==> config.mk <==
export PLATFORM = sky130hd
export DESIGN_NAME = smc_alu
export DESIGN_NICKNAME = d
export VERILOG_FILES = /design/src/logic/smc_pkg.sv /design/src/logic/smc_mul.sv /design/src/logic/smc_alu.sv
export SDC_FILE = /design/constraint.sdc
export NUM_CORES = 1
export LEC_CHECK = 0
export BUFFER_PORTS_ARGS = -buffer_cell sky130_fd_sc_hd__buf_2
export CAP_MARGIN = 20
export CELL_PAD_IN_SITES_DETAIL_PLACEMENT = 1
export CELL_PAD_IN_SITES_GLOBAL_PLACEMENT = 2
export CORE_MARGIN = 3
export CORE_UTILIZATION = 35
export CTS_BUF_LIST = sky130_fd_sc_hd__clkbuf_16
export DETAILED_ROUTE_END_ITERATION = 12
export HOLD_SLACK_MARGIN = 0.08
export PLACE_DENSITY_LB_ADDON = 0.1
export SYNTH_ARGS = -nofsm -noshare
export SYNTH_HDL_FRONTEND = slang
export SYNTH_SLANG_ARGS = --single-unit
==> constraint.sdc <==
create_clock -name clock -period 9.4 [get_ports clock]
set_input_delay 1.88 -clock clock [delete_from_list [all_inputs] [get_ports clock]]
set_output_delay 1.88 -clock clock [all_outputs]
set_load 0.01 [all_outputs]
==> src/logic/smc_pkg.sv <==
// shared types and constants for the subtract/multiply/compare/bit datapath
package smc_pkg;

  localparam int DATA_W = 8;
  localparam int IDX_W = 3;

  // values after reset
  localparam logic [DATA_W-1:0] ACC_RESET = 8'h00;
  localparam logic [DATA_W-1:0] DEST_RESET = 8'h00;
  localparam logic FLAG_RESET = 1'b0;

  // arithmetic constants
  localparam logic [DATA_W-1:0] ZERO_BYTE = 8'h00;
  localparam logic [DATA_W-1:0] BIT_LSB = 8'h01;
  localparam logic [DATA_W:0] MUL_ONE = 9'h001;
  localparam logic [IDX_W:0] SHIFT_RIGHT_BASE = 4'h8;

  typedef enum logic [3:0] {
    OP_SUB_FROM_REG = 4'h0,
    OP_SUB_BORROW = 4'h1,
    OP_PRODUCT = 4'h2,
    OP_PRODUCT_ALT = 4'h3,
    OP_SHIFT_LEFT = 4'h4,
    OP_SHIFT_RIGHT = 4'h5,
    OP_SHIFT_RIGHT_ARITH = 4'h6,
    OP_COMPARE = 4'h7,
    OP_COMPARE_ALT = 4'h8,
    OP_BIT_TEST = 4'h9,
    OP_BIT_HIGH = 4'hA,
    OP_BIT_LOW = 4'hB,
    OP_BIT_TOGGLE = 4'hC
  } smc_op_t;

  typedef enum logic [1:0] {
    FORM_IMM = 2'h0,
    FORM_REG3 = 2'h1,
    FORM_REG2 = 2'h2,
    FORM_MEM = 2'h3
  } smc_form_t;

  typedef struct packed {
    smc_op_t op;
    smc_form_t form;
    logic [DATA_W-1:0] r1;
    logic [DATA_W-1:0] r2;
    logic [DATA_W-1:0] r3;
    logic [DATA_W-1:0] imm;
    logic [DATA_W-1:0] mem_word;
    logic [IDX_W-1:0] idx;
  } smc_req_t;

  typedef struct packed {
    logic c;
    logic v;
    logic z;
  } smc_flags_t;

endpackage

==> src/logic/smc_mul.sv <==
// single-cycle multiplier, multiplicand optionally signed
`timescale 1ns/100ps
`default_nettype none

module smc_mul #(
  parameter int W = 8
) (
  // operands
  input wire logic [W-1:0] mcand,
  input wire logic [W:0] mplier,
  input wire logic mcand_signed,
  // result
  output logic [2*W-1:0] product
);

  logic signed [2*W+2:0] mcand_x;
  logic signed [2*W+2:0] mplier_x;
  logic signed [2*W+2:0] full;

  // both operands are widened to three bits past the product width on purpose;
  // the multiplier is never negative, so it is zero-extended
  assign mcand_x = {{(W+3){mcand_signed & mcand[W-1]}}, mcand};
  assign mplier_x = {{(W+2){1'b0}}, mplier};
  assign full = mcand_x * mplier_x;
  assign product = full[2*W-1:0];

endmodule

`default_nettype wire

==> src/logic/smc_alu.sv <==
// subtract, multiply, compare and single-bit datapath with result flops
`timescale 1ns/100ps
`default_nettype none

module smc_alu (
  // clock and reset
  input wire logic clock,
  input wire logic rst,
  // operation request from the decoder
  input wire logic req_valid,
  input wire smc_pkg::smc_req_t req,
  // flag preload from the rest of the cpu
  input wire logic flag_wr,
  input wire smc_pkg::smc_flags_t flag_in,
  // results
  output logic [smc_pkg::DATA_W-1:0] acc,
  output smc_pkg::smc_flags_t flags,
  output logic dest_we,
  output logic [smc_pkg::DATA_W-1:0] dest_data,
  output logic done
);

  localparam int W = smc_pkg::DATA_W;

  logic [W-1:0] acc_q, acc_d, dest_q, dest_d;
  logic dest_we_q, we_d, done_q;
  smc_pkg::smc_flags_t flags_q, flags_d;
  logic legal, accept, upd_z, is_cmp;

  logic [W-1:0] other, sub_x, sub_y;
  logic borrow;
  logic [W:0] diff;
  logic [W-1:0] mul_a;
  logic [W:0] mul_b;
  logic mul_sgn;
  logic [smc_pkg::IDX_W:0] shamt;
  logic [2*W-1:0] prod;
  logic [W-1:0] mask;

  // second source by form; three-register forms use reg2 here
  always_comb begin
    unique case (req.form)
      smc_pkg::FORM_IMM: other = req.imm;
      smc_pkg::FORM_MEM: other = req.mem_word;
      smc_pkg::FORM_REG3, smc_pkg::FORM_REG2: other = req.r2;
    endcase
  end

  // operand steering for the shared subtractor and multiplier
  always_comb begin
    sub_x = req.r1;
    sub_y = other;
    borrow = 1'b0;
    mul_a = other;
    mul_b = {1'b0, req.r1};
    mul_sgn = 1'b0;
    shamt = {1'b0, req.idx};
    if (req.form == smc_pkg::FORM_REG3) begin
      sub_x = req.r3;
      mul_b = {1'b0, req.r3};
    end
    unique case (req.op)
      smc_pkg::OP_SUB_BORROW: begin
        borrow = ~flags_q.c;
      end
      smc_pkg::OP_COMPARE, smc_pkg::OP_COMPARE_ALT: begin
        sub_x = other;
        sub_y = req.r1;
      end
      smc_pkg::OP_SHIFT_LEFT: begin
        mul_a = req.r1;
        mul_b = smc_pkg::MUL_ONE << shamt;
      end
      smc_pkg::OP_SHIFT_RIGHT, smc_pkg::OP_SHIFT_RIGHT_ARITH: begin
        // a multiply by 2^(8-n), so n=1 gives a one-place right shift in the high byte
        shamt = smc_pkg::SHIFT_RIGHT_BASE - {1'b0, req.idx};
        mul_a = req.r1;
        mul_b = smc_pkg::MUL_ONE << shamt;
        mul_sgn = (req.op == smc_pkg::OP_SHIFT_RIGHT_ARITH);
      end
      default: begin
      end
    endcase
  end

  // carry out of bit 8 is the borrow; carry flag is its inverse
  assign diff = {1'b0, sub_x} - {1'b0, sub_y} - {{W{1'b0}}, borrow};
  assign mask = smc_pkg::BIT_LSB << req.idx;

  smc_mul #(
    .W(W)
  ) u_mul (
    .mcand(mul_a),
    .mplier(mul_b),
    .mcand_signed(mul_sgn),
    .product(prod)
  );

  // result and flag selection
  always_comb begin
    acc_d = acc_q;
    dest_d = dest_q;
    we_d = 1'b0;
    flags_d = flags_q;
    legal = 1'b1;
    upd_z = 1'b0;
    is_cmp = 1'b0;
    unique case (req.op)
      smc_pkg::OP_SUB_FROM_REG, smc_pkg::OP_SUB_BORROW: begin
        // plain three-register subtract has no defined behaviour: refused
        legal = !(req.op == smc_pkg::OP_SUB_FROM_REG &&
                  req.form == smc_pkg::FORM_REG3);
        acc_d = diff[W-1:0];
        dest_d = diff[W-1:0];
        we_d = 1'b1;
        flags_d.c = ~diff[W];
        upd_z = 1'b1;
      end
      smc_pkg::OP_COMPARE, smc_pkg::OP_COMPARE_ALT: begin
        legal = (req.form != smc_pkg::FORM_REG3);
        acc_d = diff[W-1:0];
        flags_d.c = ~diff[W];
        upd_z = 1'b1;
        is_cmp = 1'b1;
      end
      smc_pkg::OP_PRODUCT, smc_pkg::OP_PRODUCT_ALT,
      smc_pkg::OP_SHIFT_LEFT, smc_pkg::OP_SHIFT_RIGHT,
      smc_pkg::OP_SHIFT_RIGHT_ARITH: begin
        // flags are left alone: software must not rely on them here
        acc_d = prod[W-1:0];
        dest_d = prod[2*W-1:W];
        we_d = 1'b1;
      end
      smc_pkg::OP_BIT_TEST: begin
        acc_d = req.r1 & mask;
        upd_z = 1'b1;
      end
      smc_pkg::OP_BIT_HIGH: begin
        acc_d = req.r1 | mask;
        dest_d = req.r1 | mask;
        we_d = 1'b1;
        upd_z = 1'b1;
      end
      smc_pkg::OP_BIT_LOW: begin
        acc_d = req.r1 & ~mask;
        dest_d = req.r1 & ~mask;
        we_d = 1'b1;
        upd_z = 1'b1;
      end
      smc_pkg::OP_BIT_TOGGLE: begin
        acc_d = req.r1 ^ mask;
        dest_d = req.r1 ^ mask;
        we_d = 1'b1;
        upd_z = 1'b1;
      end
      default: begin
        legal = 1'b0;
      end
    endcase
    if (upd_z) begin
      flags_d.z = (acc_d == smc_pkg::ZERO_BYTE);
    end
    if (is_cmp) begin
      flags_d.v = flags_d.c & ~flags_d.z;
    end
  end

  assign accept = req_valid & legal;

  always_ff @(posedge clock) begin
    if (rst) begin
      acc_q <= smc_pkg::ACC_RESET;
    end else if (accept) begin
      acc_q <= acc_d;
    end
  end

  always_ff @(posedge clock) begin
    if (rst) begin
      dest_q <= smc_pkg::DEST_RESET;
      dest_we_q <= 1'b0;
    end else begin
      dest_we_q <= accept & we_d;
      if (accept) begin
        dest_q <= dest_d;
      end
    end
  end

  // an accepted operation wins over a preload in the same cycle
  always_ff @(posedge clock) begin
    if (rst) begin
      flags_q <= '{c: smc_pkg::FLAG_RESET, v: smc_pkg::FLAG_RESET,
                   z: smc_pkg::FLAG_RESET};
    end else if (accept) begin
      flags_q <= flags_d;
    end else if (flag_wr) begin
      flags_q <= flag_in;
    end
  end

  always_ff @(posedge clock) begin
    if (rst) begin
      done_q <= 1'b0;
    end else begin
      done_q <= accept;
    end
  end

  assign acc = acc_q;
  assign flags = flags_q;
  assign dest_we = dest_we_q;
  assign dest_data = dest_q;
  assign done = done_q;

  // checking helpers: request and flags as they stood at issue
  smc_pkg::smc_req_t p_q;
  smc_pkg::smc_flags_t pf_q;
  logic [W:0] pb_q;

  always_ff @(posedge clock) begin
    p_q <= req;
    pf_q <= flags_q;
    pb_q <= {{W{1'b0}}, ~flags_q.c};
  end

  // op comes in as an argument so that the sampled value is used
  function automatic logic is_cmp_p(smc_pkg::smc_op_t op);
    return op == smc_pkg::OP_COMPARE || op == smc_pkg::OP_COMPARE_ALT;
  endfunction
endmodule

`default_nettype wire

==> impl_metrics.yaml <==
yosys:
  synth_nets: 949
  synthArstFlopShare: 0
  yosys_register_bits: 21
  ys.flop_type: "dfxtp_1"
  synth_warnings: 0
  synth_area_um2: 5838
  synth-edff-count: 0
  ys_seq_area_frac: 0.07201
  synth_cells: 755
  postSynthAreaPerCell_um2: 7.733
  yosysUniqueCellTypes: 74
global_route:
  grt_pass1_vias: 6063
  grt_overflow: 0
  grt_antenna_before_repair: 0
  grt_pass1_wl_um: 34560
  grt_max_degree: 30
  grt_use_total: 0.2449
timing:
  finalMaxSlewViolations: 0
  final_hold_viol_count: 0
  skew_ns: 0.009786
  grt_setup_unrepaired: "no"
  fmax_mhz: 116.5
  setup-tns-final_ns: 0
  slew_headroom: 0.4474
  finalCritPeriodShare: 0.9131
  period_needed_ns: 8.583
  worst_slew_pin_slew_ns: 0.8203
  finalSetupViolations: 0
clock_network:
  post_cts_resized: 0
  root_buffer: "clkbuf_16"
  clkTransAtPathRegs_ns: 0.07
  h-tree-depth: 1
  post-cts-setup-buffers: 0
  ctsHoldBuffers: 0
  numCtsBuffers: 3
  clkLatencyLatePin_ns: 0.26
  clock_path_buffers: 2
  clock-sinks: 21
  cts_tree: "built"
floorplanning:
  start_util: 0.3623
  io_pins: 77
  die_w_um: 135.2
  placementRows: 46
  die_h_um: 135.2
  core_um2: 16120
  die-area_um2: 18270
worst_setup_path:
  cp_max_fo: 10
  critical_path_class: "input port to flop"
  critPathLaunchType: "input port"
  cp-end-kind: "flop"
  worstPathArrival_ns: 8.72
  critPathRequiredTime_ns: 9.53
drt:
  drtPass1Iterations: 6
  num_vias: 5640
  route.detailed.drc: 0
  vias_per_cell: 5.460
  avgRoutedWirePerCell_um: 21.43
  drt-total-wl_um: 22140
  postRouteAntennaNets: 0
  drtIter0Drc: 327
final_layout:
  finalNetCount: 1012
  design_area_um2: 6506
  seq_area_um2: 420.4
  final_cell_mix: "inv_1, nor2_1, nand2_1"
  multi_input_area_um2: 4915
  final_common_cell: "inv_1"
  antenna_cells: 0
  areaGrowthSynthToFinish_pct: 11.44
  num-fill-cells: 2043
  drive_gt1_frac: 0.1457
min_path:
  holdCritPathClass: "flop to flop"
job:
  maxCapViolCount: 0
power_and_ir_drop:
  powerDensity_nw_per_um2: 160.0
  cellLeakagePower_nw: 3.207
  ir_drop_uv: 126.3
placement:
  gp_congestion: 0.9360
  port_buffers: 76
  place_area_um2: 6421
  dp_hpwl_um: 19060
run_status:
  outcome: "finished clean"
==> routing by layer <==
| layer | vias up | GRT usage | wire (um) |
|---|---|---|---|
| met5 | - | 0 | 0 |
| met4 | 0 | 0.08343 | 834 |
| met3 | 38 | 0.02006 | 758 |
| met2 | 125 | 0.4469 | 11260 |
| met1 | 2771 | 0.3029 | 9286 |
| li1 | 2706 | - | - |
==> critical path, cell delays in order <==
cell	delay, ns
buf_2	0.19
inv_1	0.09
ha_1	0.29
ha_1	0.34
nand3b_1	0.16
and2_1	0.29
nor3_2	0.28
nand2_1	0.11
o21ai_0	0.29
nand2_1	0.18
fa_1	0.60
inv_1	0.06
fa_1	0.53
fa_1	0.46
fa_1	0.55
inv_1	0.05
fa_1	0.49
inv_1	0.04
ha_1	0.31
inv_1	0.10
o21bai_1	0.11
a2111oi_0	0.41
nor3_1	0.16
a31oi_1	0.23
xor2_1	0.10
a2111oi_0	0.39
==> flip-flops by register name (all words and copies together), names as in the netlist <==
signal     count
dest_data      8
flags          3
done           1
dest_we        1
acc            8
==> cells by family (layout without fill, tap and decap cells) <==
family,count (synthesis),in the layout,share of synthesized area
XOR/XNOR,22,22,0.03301
AND/OR/NAND/NOR,266,266,0.2173
AO/OA/AOI/OAI,171,171,0.2049
flip-flops,21,21,0.07201
multiplexers,13,13,0.02272
buffers and inverters,124,186,0.08615
adder cells (fa/ha/maj),138,138,0.3639
==> cells in the mapped netlist, types with 8 or more instances <==
| cell type | n | area share |
|---|---|---|
| nand2b_1 | 13 | 0.014 |
| o21a_1 | 9 | 0.012 |
| nor2_1 | 91 | 0.059 |
| mux2i_1 | 11 | 0.019 |
| clkbuf_1 | 15 | 0.0096 |
| buf_2 | 9 | 0.0077 |
| dfxtp_1 | 21 | 0.072 |
| a21oi_1 | 35 | 0.030 |
| a221o_1 | 10 | 0.017 |
| xor2_1 | 8 | 0.012 |
| fa_1 | 53 | 0.18 |
| and2_1 | 8 | 0.0086 |
| nand2_1 | 87 | 0.056 |
| a211oi_1 | 16 | 0.021 |
| ha_1 | 85 | 0.18 |
| o21ai_0 | 39 | 0.033 |
| inv_1 | 94 | 0.060 |
| nor3_1 | 17 | 0.015 |
| xnor2_1 | 14 | 0.021 |
==> worst paths after layout <==
| path | to | cells after the start | slack [ns] | startpoint |
|---|---|---|---|---|
| worst max-delay path | dest_data[6] | 26 | 0.82 | req[0] |
| worst min-delay path | dest_data[2] | 2 | 0.46 | dest_data[2] |
| worst max register to register | flags[1] | 12 | 5.83 | flags[2] |
| worst min register to register | dest_data[2] | 2 | 0.46 | dest_data[2] |
==> per-stage QoR <==
step | util | instances | setup slack, ns | power [mW] | hold WS, ns
global placement | 0.3984 | 1028 | 0.8006 | 0.9325 | 0.4450
global route | 0.4037 | 1033 | 0.3756 | 1.153 | 0.4901
CTS | 0.4034 | 1032 | 0.8323 | 1.050 | 0.4607
finish | 0.4037 | 1033 | 0.8166 | 1.041 | 0.4622
floorplan | - | 755 | 1.169 | 0.6750 | 0.4761
detailed placement | 0.3984 | 1028 | 0.6073 | 0.9469 | 0.4508
==> area by class of cell <==
cell class              count  area share
well taps                 216     0.04154
clock buffers               3     0.01154
clock inverters             1   0.0007692
multi-input cells         610      0.7554
inverters                  94     0.05423
repair buffers             88     0.07192
flip-flops and latches     21     0.06462
==> power by group <==
group / total, mW / leakage [nW] / switching (mW) / internal [mW]
clock network: 0.0933 / 0.0409 / 0.0361 / 0.0573
registers: 0.107 / 0.173 / 0.00688 / 0.0998
logic: 0.841 / 2.99 / 0.516 / 0.325
(Power assumes the default switching activity.)
